## src/rtl/ibk_pkg.sv

```systemverilog
// Package with register layout, source codes and carriers of the bank.
`default_nettype none
// ==========================================================================
// Summary of operation
// - Pin one trigger codes: off, rise, fall, both.
// - Pin zero trigger in edge-select bits 1:0.
// - Edge-select upper four bits ignore writes, read zero.
// - Control zero: enables, pin and group flags.
// - Control one: group one, converter, time base, voltage.
// - Group zero: timer0 period and A match bits.
// - Group one: timer1 period, A and B bits.
// - Flag one means pending, enable one permits.
// - Accept pin, timer, time base, voltage, converter events.
// - Flags set regardless; request needs both enables.
// - Service clears global enable and serviced flag.
// - Group flag set when a member flag rises; members cleared by software.
// - Pin flag set on selected transition type.
package ibk_pkg;

  // ========================================================================
  // Register selects on the core data-memory port
  localparam logic [2:0] SEL_EDGE   = 3'h0;
  localparam logic [2:0] SEL_CTRL0  = 3'h1;
  localparam logic [2:0] SEL_CTRL1  = 3'h2;
  localparam logic [2:0] SEL_GROUP0 = 3'h3;
  localparam logic [2:0] SEL_GROUP1 = 3'h4;

  // ========================================================================
  // Implemented bits and reset values
  localparam logic [7:0] MASK_EDGE   = 8'h0F;
  localparam logic [7:0] MASK_CTRL0  = 8'h7F;
  localparam logic [7:0] MASK_CTRL1  = 8'hFF;
  localparam logic [7:0] MASK_GROUP0 = 8'h33;
  localparam logic [7:0] MASK_GROUP1 = 8'h77;
  localparam logic [7:0] RST_REG     = 8'h00;

  // ========================================================================
  // Field positions
  localparam int EDGE_PIN0_LSB = 0;
  localparam int EDGE_PIN1_LSB = 2;
  localparam int C0_GLOBAL_EN  = 0;
  localparam int C0_PIN0_EN    = 1;
  localparam int C0_PIN1_EN    = 2;
  localparam int C0_GRP0_EN    = 3;
  localparam int C0_PIN0_FLAG  = 4;
  localparam int C0_PIN1_FLAG  = 5;
  localparam int C0_GRP0_FLAG  = 6;
  localparam int C1_GRP1_EN    = 0;
  localparam int C1_CONV_EN    = 1;
  localparam int C1_TBASE_EN   = 2;
  localparam int C1_VDET_EN    = 3;
  localparam int C1_GRP1_FLAG  = 4;
  localparam int C1_CONV_FLAG  = 5;
  localparam int C1_TBASE_FLAG = 6;
  localparam int C1_VDET_FLAG  = 7;
  localparam int GRP_FLAG_LSB  = 4;

  // ========================================================================
  // Trigger encodings
  localparam logic [1:0] TRIG_OFF  = 2'h0;
  localparam logic [1:0] TRIG_RISE = 2'h1;
  localparam logic [1:0] TRIG_FALL = 2'h2;
  localparam logic [1:0] TRIG_BOTH = 2'h3;

  // ========================================================================
  // Source codes, listed in falling priority
  typedef enum logic [2:0] {
    SRC_PIN0  = 3'h0,
    SRC_PIN1  = 3'h1,
    SRC_GRP0  = 3'h2,
    SRC_GRP1  = 3'h3,
    SRC_CONV  = 3'h4,
    SRC_TBASE = 3'h5,
    SRC_VDET  = 3'h6
  } ibk_src_t;

  // ========================================================================
  // Carriers
  typedef struct packed {
    logic t0_period;
    logic t0_a_match;
    logic t1_period;
    logic t1_a_match;
    logic t1_b_match;
    logic converter;
    logic time_base;
    logic voltage_detect;
  } ibk_evt_t;

  typedef struct packed {
    logic       wr;
    logic [2:0] sel;
    logic [7:0] wdata;
  } ibk_cpu_req_t;

endpackage : ibk_pkg
`default_nettype wire

```

## src/rtl/ibk_bank.sv

```systemverilog
// Interrupt flag and enable register bank with request priority encoder.
`timescale 1ns/1ps
`default_nettype none
module ibk_bank
  import ibk_pkg::*;
(
  input  wire logic         core_clk_i,
  input  wire logic         rst_n_i,
  input  wire ibk_cpu_req_t cpu_req_i,
  output logic [7:0]        cpu_rdata_o,
  input  wire ibk_evt_t     evt_i,
  input  wire logic         ext_pin_zero_i,
  input  wire logic         ext_pin_one_i,
  output logic              irq_req_o,
  output ibk_src_t          irq_src_o,
  input  wire logic         irq_ack_i
);

  // ========================================================================
  // Helpers
  function automatic logic edge_hit(input logic [1:0] trig,
                                    input logic       prev,
                                    input logic       now);
    edge_hit = ((trig == TRIG_RISE) && !prev && now)  ||
               ((trig == TRIG_FALL) && prev && !now)  ||
               ((trig == TRIG_BOTH) && (prev != now));
  endfunction : edge_hit

  function automatic logic [7:0] wr_val(input logic [7:0] cur,
                                        input logic [2:0] sel,
                                        input logic [7:0] mask);
    wr_val = (cpu_req_i.wr && cpu_req_i.sel == sel) ?
             (cpu_req_i.wdata & mask) : cur;
  endfunction : wr_val

  // ========================================================================
  // State
  logic [7:0] edge_ff, ctrl0_ff, ctrl1_ff, grp0_ff, grp1_ff;
  logic [7:0] nxt_edge, nxt_ctrl0, nxt_ctrl1, nxt_grp0, nxt_grp1;
  logic       pin0_prev_ff, pin1_prev_ff;
  logic       req_ff;
  ibk_src_t   src_ff;
  logic [7:0] rdata_ff;
  logic       ack_ok;
  logic       pin0_hit, pin1_hit, grp0_set, grp1_set;
  logic [6:0] pend;
  logic       nxt_req;
  ibk_src_t   nxt_src;

  assign ack_ok   = irq_ack_i && req_ff;
  assign pin0_hit = edge_hit(edge_ff[EDGE_PIN0_LSB +: 2], pin0_prev_ff,
                             ext_pin_zero_i);
  assign pin1_hit = edge_hit(edge_ff[EDGE_PIN1_LSB +: 2], pin1_prev_ff,
                             ext_pin_one_i);

  // ========================================================================
  // Pin history. Reset low; edge selects reset to off, so a pin already high at reset raises no flag.
  always_ff @(posedge core_clk_i or negedge rst_n_i) begin
    if (!rst_n_i) begin
      pin0_prev_ff <= 1'b0;
      pin1_prev_ff <= 1'b0;
    end else begin
      pin0_prev_ff <= ext_pin_zero_i;
      pin1_prev_ff <= ext_pin_one_i;
    end
  end

  // ========================================================================
  // Next register values. Hardware sets win over software or service clears.
  always_comb begin
    nxt_edge = wr_val(edge_ff, SEL_EDGE, MASK_EDGE);
    nxt_grp0 = wr_val(grp0_ff, SEL_GROUP0, MASK_GROUP0);
    nxt_grp0[GRP_FLAG_LSB]     = nxt_grp0[GRP_FLAG_LSB] | evt_i.t0_period;
    nxt_grp0[GRP_FLAG_LSB + 1] = nxt_grp0[GRP_FLAG_LSB + 1] |
                                 evt_i.t0_a_match;
    nxt_grp1 = wr_val(grp1_ff, SEL_GROUP1, MASK_GROUP1);
    nxt_grp1[GRP_FLAG_LSB]     = nxt_grp1[GRP_FLAG_LSB] | evt_i.t1_period;
    nxt_grp1[GRP_FLAG_LSB + 1] = nxt_grp1[GRP_FLAG_LSB + 1] |
                                 evt_i.t1_a_match;
    nxt_grp1[GRP_FLAG_LSB + 2] = nxt_grp1[GRP_FLAG_LSB + 2] |
                                 evt_i.t1_b_match;
    // A member flag that newly rises raises its group flag.
    grp0_set = |(nxt_grp0 & ~grp0_ff & (MASK_GROUP0 & 8'hF0));
    grp1_set = |(nxt_grp1 & ~grp1_ff & (MASK_GROUP1 & 8'hF0));

    nxt_ctrl0 = wr_val(ctrl0_ff, SEL_CTRL0, MASK_CTRL0);
    nxt_ctrl1 = wr_val(ctrl1_ff, SEL_CTRL1, MASK_CTRL1);
    if (ack_ok) begin
      nxt_ctrl0[C0_GLOBAL_EN] = 1'b0;
      case (src_ff)
        SRC_PIN0:  nxt_ctrl0[C0_PIN0_FLAG]  = 1'b0;
        SRC_PIN1:  nxt_ctrl0[C0_PIN1_FLAG]  = 1'b0;
        SRC_GRP0:  nxt_ctrl0[C0_GRP0_FLAG]  = 1'b0;
        SRC_GRP1:  nxt_ctrl1[C1_GRP1_FLAG]  = 1'b0;
        SRC_CONV:  nxt_ctrl1[C1_CONV_FLAG]  = 1'b0;
        SRC_TBASE: nxt_ctrl1[C1_TBASE_FLAG] = 1'b0;
        SRC_VDET:  nxt_ctrl1[C1_VDET_FLAG]  = 1'b0;
        default:   nxt_ctrl1 = nxt_ctrl1;
      endcase
    end
    nxt_ctrl0[C0_PIN0_FLAG]  = nxt_ctrl0[C0_PIN0_FLAG] | pin0_hit;
    nxt_ctrl0[C0_PIN1_FLAG]  = nxt_ctrl0[C0_PIN1_FLAG] | pin1_hit;
    nxt_ctrl0[C0_GRP0_FLAG]  = nxt_ctrl0[C0_GRP0_FLAG] | grp0_set;
    nxt_ctrl1[C1_GRP1_FLAG]  = nxt_ctrl1[C1_GRP1_FLAG] | grp1_set;
    nxt_ctrl1[C1_CONV_FLAG]  = nxt_ctrl1[C1_CONV_FLAG] | evt_i.converter;
    nxt_ctrl1[C1_TBASE_FLAG] = nxt_ctrl1[C1_TBASE_FLAG] | evt_i.time_base;
    nxt_ctrl1[C1_VDET_FLAG]  = nxt_ctrl1[C1_VDET_FLAG] |
                               evt_i.voltage_detect;
  end

  // ========================================================================
  // Registers
  always_ff @(posedge core_clk_i or negedge rst_n_i) begin
    if (!rst_n_i) begin
      edge_ff  <= RST_REG;
      ctrl0_ff <= RST_REG;
      ctrl1_ff <= RST_REG;
      grp0_ff  <= RST_REG;
      grp1_ff  <= RST_REG;
    end else begin
      edge_ff  <= nxt_edge;
      ctrl0_ff <= nxt_ctrl0;
      ctrl1_ff <= nxt_ctrl1;
      grp0_ff  <= nxt_grp0;
      grp1_ff  <= nxt_grp1;
    end
  end

  // ========================================================================
  // Request selection, computed from next values so source and request
  // appear together and a cleared global enable drops the request at once.
  always_comb begin
    pend[0] = nxt_ctrl0[C0_PIN0_FLAG]  & nxt_ctrl0[C0_PIN0_EN];
    pend[1] = nxt_ctrl0[C0_PIN1_FLAG]  & nxt_ctrl0[C0_PIN1_EN];
    pend[2] = nxt_ctrl0[C0_GRP0_FLAG]  & nxt_ctrl0[C0_GRP0_EN];
    pend[3] = nxt_ctrl1[C1_GRP1_FLAG]  & nxt_ctrl1[C1_GRP1_EN];
    pend[4] = nxt_ctrl1[C1_CONV_FLAG]  & nxt_ctrl1[C1_CONV_EN];
    pend[5] = nxt_ctrl1[C1_TBASE_FLAG] & nxt_ctrl1[C1_TBASE_EN];
    pend[6] = nxt_ctrl1[C1_VDET_FLAG]  & nxt_ctrl1[C1_VDET_EN];
    nxt_req = nxt_ctrl0[C0_GLOBAL_EN] && (|pend);
    nxt_src = SRC_PIN0;
    for (int i = 6; i >= 0; i--) begin
      if (pend[i]) begin
        nxt_src = ibk_src_t'(3'(i));
      end
    end
  end

  always_ff @(posedge core_clk_i or negedge rst_n_i) begin
    if (!rst_n_i) begin
      req_ff <= 1'b0;
      src_ff <= SRC_PIN0;
    end else begin
      req_ff <= nxt_req;
      src_ff <= nxt_src;
    end
  end

  // ========================================================================
  // Read port; unused selects and unimplemented bits read as zero.
  always_ff @(posedge core_clk_i or negedge rst_n_i) begin
    if (!rst_n_i) begin
      rdata_ff <= RST_REG;
    end else begin
      case (cpu_req_i.sel)
        SEL_EDGE:   rdata_ff <= edge_ff;
        SEL_CTRL0:  rdata_ff <= ctrl0_ff;
        SEL_CTRL1:  rdata_ff <= ctrl1_ff;
        SEL_GROUP0: rdata_ff <= grp0_ff;
        SEL_GROUP1: rdata_ff <= grp1_ff;
        default:    rdata_ff <= RST_REG;
      endcase
    end
  end

  assign cpu_rdata_o = rdata_ff;
  assign irq_req_o   = req_ff;
  assign irq_src_o   = src_ff;

  // ========================================================================
  // Checks
  // Unused bits are masked on every write path, so these hold by design;
  // they guard against a later edit that sets a bit outside its mask.
  edge_upper_a: assert property (
    @(posedge core_clk_i) disable iff (!rst_n_i)
    (edge_ff & ~MASK_EDGE) == 8'h00)
    else $error("edge upper bits set");
  ctrl0_top_a: assert property (
    @(posedge core_clk_i) disable iff (!rst_n_i)
    (ctrl0_ff & ~MASK_CTRL0) == 8'h00)
    else $error("control zero bit7 set");
  grp_unused_a: assert property (
    @(posedge core_clk_i) disable iff (!rst_n_i)
    ((grp0_ff & ~MASK_GROUP0) | (grp1_ff & ~MASK_GROUP1)) == 8'h00)
    else $error("group unused bit set");
  pin0_rise_a: assert property (
    @(posedge core_clk_i) disable iff (!rst_n_i)
    (edge_ff[EDGE_PIN0_LSB +: 2] == TRIG_RISE && !pin0_prev_ff &&
     ext_pin_zero_i) |=> ctrl0_ff[C0_PIN0_FLAG])
    else $error("pin zero rise lost");
  pin0_off_a: assert property (
    @(posedge core_clk_i) disable iff (!rst_n_i)
    (edge_ff[EDGE_PIN0_LSB +: 2] == TRIG_OFF && !cpu_req_i.wr &&
     !ctrl0_ff[C0_PIN0_FLAG]) |=> !ctrl0_ff[C0_PIN0_FLAG])
    else $error("pin zero set while off");
  pin1_off_a: assert property (
    @(posedge core_clk_i) disable iff (!rst_n_i)
    (edge_ff[EDGE_PIN1_LSB +: 2] == TRIG_OFF && !cpu_req_i.wr &&
     !ctrl0_ff[C0_PIN1_FLAG]) |=> !ctrl0_ff[C0_PIN1_FLAG])
    else $error("pin one set while off");
  conv_set_a: assert property (
    @(posedge core_clk_i) disable iff (!rst_n_i)
    evt_i.converter |=> ctrl1_ff[C1_CONV_FLAG])
    else $error("converter flag lost");
  conv_clear_a: assert property (
    @(posedge core_clk_i) disable iff (!rst_n_i)
    (irq_ack_i && irq_req_o && irq_src_o == SRC_CONV &&
     !evt_i.converter && !cpu_req_i.wr) |=> !ctrl1_ff[C1_CONV_FLAG])
    else $error("converter flag kept after service");
  ack_clear_a: assert property (
    @(posedge core_clk_i) disable iff (!rst_n_i)
    (irq_ack_i && irq_req_o) |=> !ctrl0_ff[C0_GLOBAL_EN] && !irq_req_o)
    else $error("service kept global enable");
  req_gate_a: assert property (
    @(posedge core_clk_i) disable iff (!rst_n_i)
    irq_req_o |-> ctrl0_ff[C0_GLOBAL_EN])
    else $error("request ungated");
  grp0_raise_a: assert property (
    @(posedge core_clk_i) disable iff (!rst_n_i)
    (evt_i.t0_period && !grp0_ff[GRP_FLAG_LSB]) |=> ctrl0_ff[C0_GRP0_FLAG])
    else $error("group zero not raised");
  // Software owns the member flags, so service must leave them alone.
  grp_keep_a: assert property (
    @(posedge core_clk_i) disable iff (!rst_n_i)
    (irq_ack_i && irq_req_o && irq_src_o == SRC_GRP0 && !cpu_req_i.wr)
    |=> (grp0_ff & $past(grp0_ff)) == $past(grp0_ff))
    else $error("group member flag lost on service");
  prio_a: assert property (
    @(posedge core_clk_i) disable iff (!rst_n_i)
    (irq_req_o && ctrl0_ff[C0_PIN0_FLAG] && ctrl0_ff[C0_PIN0_EN])
    |-> irq_src_o == SRC_PIN0)
    else $error("pin zero not first");
  pin1_first_a: assert property (
    @(posedge core_clk_i) disable iff (!rst_n_i)
    (irq_req_o && !(ctrl0_ff[C0_PIN0_FLAG] && ctrl0_ff[C0_PIN0_EN]) &&
     ctrl0_ff[C0_PIN1_FLAG] && ctrl0_ff[C0_PIN1_EN])
    |-> irq_src_o == SRC_PIN1)
    else $error("pin one not second");

endmodule : ibk_bank
`default_nettype wire

```

## config.mk

```make
export PLATFORM = sky130hd
export DESIGN_NAME = ibk_bank
export DESIGN_NICKNAME = d
export VERILOG_FILES = /design/src/rtl/ibk_pkg.sv /design/src/rtl/ibk_bank.sv
export SDC_FILE = /design/constraint.sdc
export NUM_CORES = 1
export LEC_CHECK = 0
export ABC_AREA = 1
export BUFFER_PORTS_ARGS = -buffer_cell sky130_fd_sc_hd__buf_2
export CAP_MARGIN = 0
export CORE_MARGIN = 5
export CORE_UTILIZATION = 30
export DETAILED_ROUTE_END_ITERATION = 8
export GPL_TIMING_DRIVEN = 0
export PLACE_DENSITY = 0.48
export SKIP_LAST_GASP = 1
export SLEW_MARGIN = 20
export SYNTH_ARGS = -nofsm -noshare
export SYNTH_HDL_FRONTEND = slang
export SYNTH_SLANG_ARGS = --single-unit
```

## constraint.sdc

```tcl
create_clock -name core_clk_i -period 3.45 [get_ports core_clk_i]
set_input_delay 0.1725 -clock core_clk_i [delete_from_list [all_inputs] [get_ports core_clk_i]]
set_output_delay 0.1725 -clock core_clk_i [all_outputs]
set_load 0.05 [all_outputs]
```

==> results_dict.tcl <==
set metrics [dict create \
    crit_fanout 4 \
    finalHoldViolCount 0 \
    area_growth_pct 21.0 \
    cellLeakagePower_nw 1.47 \
    vias 1764 \
    finalCritPeriodShare 0.468 \
    p_int_mw 1.09 \
    path_delay_family "simple AND/OR/NAND/NOR gates" \
    drive_above_1_share 0.277 \
    antenna_left 0 \
    hold_path_class "input port to register" \
    seq_area_frac_synth 0.499 \
    switching_share 0.351 \
    critPathCapture "irq_src_o[1]" \
    numPortBuffers 36 \
    grtUsageTotal 0.123 \
    die_y_um 97.7 \
    vias_per_cell 4.27 \
    max_slew_margin 0.595 \
    route.detailed.wl_per_inst_um 13.6 \
    critPathKind "register to register" \
    yosysWarnings 0 \
    cp-startpoint "irq_req_o" \
    placed_area_mm2 0.00261 \
    grt_pass1_wl_um 9180 \
    setup_tns_ns 0 \
    cts_setup_buffers 0 \
    cts_tree "yes" \
    cts.htree.levels 2 \
    synth_area_per_cell_um2 8.73 \
    drc 0 \
    finalSetupViolations 0 \
    io_pins 37 \
    holdWs_ns 0.0816 \
    max_freq_ghz 0.619 \
    worstMarginPinSlew_ns 0.608 \
    diodes 0 \
    die_area_mm2 0.00954 \
    rsz0062_at_grt "false" \
    cp.required_ns 3.65 \
    grt-ovfl-total 0 \
    worstRegToRegCells 11 \
    synth_nets 289 \
    antenna_found_initial 0 \
    drtIter0Drc 66 \
    worst-path-buf-inv 2 \
    yosysUniqueCellTypes 34 \
    wl_um 5630 \
    crit_path_start_kind "register" \
    start_util 0.303 \
    synthCells 264 \
    crit_path_end_kind "register" \
    power_frac_clock 0.301 \
    r2r-end "irq_src_o[1]" \
    synth-seq-cells 46 \
    cap_viol_max_count 0 \
    cts_root_buf "clkbuf_8" \
    rows 32 \
    final_area_mm2 0.00279 \
    gp_congestion 0.731 \
    clock_skew_ns 0.00612 \
    nets 335 \
    drv_slew 0 \
    syn-cell-area_mm2 0.00230 \
    powerDensity_mw_per_mm2 601 \
    layout_min_cycle_time_ns 1.61 \
    r2r_slack_ns 1.84 \
    cts_buffers 5 \
    cts_sinks 46 \
    hpwl_um 4300 \
    fill_cells 806 \
    arrival_ns 1.82 \
    cts_buffer_depth 2 \
    p_sw_mw 0.588 \
    grt_pass1_vias 1808 \
    cp_cell_sequence "nand2_1 > nor2_1 > nand3_1 > nand3_1 > nand2_1 > inv_1 > nand3_1 > nand2_2 > nand2_1 > o21ai_1 > inv_1" \
    die_w_um 97.7 \
    critPathMaxStageDelay_ns 0.35 \
    grt_start_max_net_pins 47 \
    clk_pin_slew_ns 0.09 \
    hold_depth 3 \
    core_area_mm2 0.00761 \
    crit_slowest_cell "dfrtp_1" \
    cp_num_cells 11 \
    outcome "completed" \
    ir_drop_mv 0.158 \
    combPwrFrac 0.285 \
    r2r_start "irq_req_o" \
    firstDrtPassIters 4 \
    clock_latency_ns 0.30 \
    seq_power_share 0.414 \
]
## what timing repair did
item / CTS / global route
endpoints found under the hold margin: 2 / 46
hold buffers: 2 / 1
gates resized for setup: 0 / 0
## power groups by stage
stage	Combinational (mW)	Sequential (mW)	Clock [mW]
floorplan	0.239	0.812	0
detailed placement	0.483	0.704	0
global route	0.534	0.706	0.530
CTS	0.485	0.693	0.515
finish	0.478	0.694	0.504
global placement	0.480	0.703	0
## synth_stat cells
master / number / area share
buf_2: 1 / 0.0022
o21ai_2: 5 / 0.019
buf_6: 1 / 0.0049
nand2_1: 61 / 0.099
a21oi_1: 3 / 0.0065
a32o_1: 2 / 0.0087
o21ai_0: 12 / 0.026
nand3b_2: 1 / 0.0049
o22ai_1: 2 / 0.0054
inv_4: 1 / 0.0027
nand2_2: 14 / 0.038
dfrtp_1: 46 / 0.50
a31oi_1: 2 / 0.0054
nor3_2: 1 / 0.0043
nand3_4: 1 / 0.0076
nor2_1: 15 / 0.024
o21bai_1: 1 / 0.0033
nand2_4: 4 / 0.020
inv_1: 44 / 0.072
buf_4: 1 / 0.0033
o21bai_4: 1 / 0.0081
o221ai_1: 1 / 0.0038
o21ai_1: 4 / 0.0087
nor2_4: 5 / 0.024
a22oi_1: 1 / 0.0033
nand3_1: 16 / 0.035
a221oi_1: 2 / 0.0076
a221o_1: 2 / 0.0087
nand4_1: 3 / 0.0081
clkinv_1: 3 / 0.0049
nand3_2: 4 / 0.017
a21oi_2: 1 / 0.0038
nor3b_2: 1 / 0.0054
nor3_1: 2 / 0.0043
## worst register-to-register path, stage by stage, from the launching register on
cell     delay, ns
dfrtp_1       0.35
nand2_1       0.08
nor2_1        0.21
nand3_1       0.14
nand3_1       0.11
nand2_1       0.05
inv_1         0.05
nand3_1       0.13
nand2_2       0.12
nand2_1       0.08
o21ai_1       0.13
inv_1         0.06
## placed cells by master (no fill, tap or decap)
cell	count
clkinv_1	3
buf_4	2
o21bai_4	1
clkbuf_8	6
dlygate4sd3_1	3
inv_4	1
o221ai_1	1
o21bai_1	1
nand2_4	4
o22ai_1	2
nor3b_2	1
bufinv_16	2
nor3_1	2
o21ai_0	12
a21oi_1	3
a221o_1	2
a22oi_1	1
buf_2	36
a32o_1	2
nor2_1	15
nand3_2	4
nor2_4	5
o21ai_2	5
nand4_1	3
a21oi_2	1
a31oi_1	2
nor3_2	1
dfrtp_1	46
nand3_1	16
inv_1	44
nand2_1	61
o21ai_1	4
a221oi_1	2
nand3_4	1
buf_6	1
nand3b_2	1
nand2_2	14
## layer usage
metal  GRT usage  up-vias  wire length (um)
li1            -      933                 -
met1       0.165      806              2710
met2       0.198       20              2690
met3      0.0302        5               171
met4      0.0341        0                61
met5           0        -                 0
## stage by stage
step | util | worst slack, ns | instances | power, mW
finish | 0.366 | 1.84 | 413 | 1.68
global route | 0.366 | 1.66 | 413 | 1.77
floorplan | - | 1.75 | 264 | 1.05
CTS | 0.365 | 1.81 | 412 | 1.69
global placement | 0.343 | 1.68 | 402 | 1.18
detailed placement | 0.343 | 1.67 | 402 | 1.19
## worst min-delay path by stage
| stage | to | slack (ns) | start |
|---|---|---|---|
| 6_report | grp1_ff[5] | 0.08 | evt_i[4] |
| 5_1_grt | grp1_ff[6] | 0.09 | evt_i[3] |
| 4_1_cts | grp1_ff[6] | 0.07 | evt_i[3] |
| 3_5_place_dp | pin0_prev_ff | 0.31 | ext_pin_zero_i |
| 3_3_place_gp | pin0_prev_ff | 0.31 | ext_pin_zero_i |
| 2_1_floorplan | asynchronous set/reset pin | -0.12 | rst_n_i |
## cell type report
class                           instances  area [um2]  share of cell area
Timing Repair Buffer                   39         213              0.0763
Inverter                               48         183              0.0655
Sequential cell                        46        1150               0.413
Buffer                                  3        23.8             0.00853
Tap cell                              102         128              0.0458
Clock buffer                            6        82.6              0.0296
Multi-Input combinational cell        167         947               0.340
Clock inverter                          2        60.1              0.0215
## kinds of logic after synthesis
| family | Yosys count | synth area share |
|---|---|---|
| flip-flops | 46 | 0.499 |
| AND/OR/NAND/NOR | 128 | 0.293 |
| buffers and inverters | 51 | 0.0896 |
| AO/OA/AOI/OAI | 39 | 0.118 |
No activity file was read; power rests on OpenSTA's default activity.
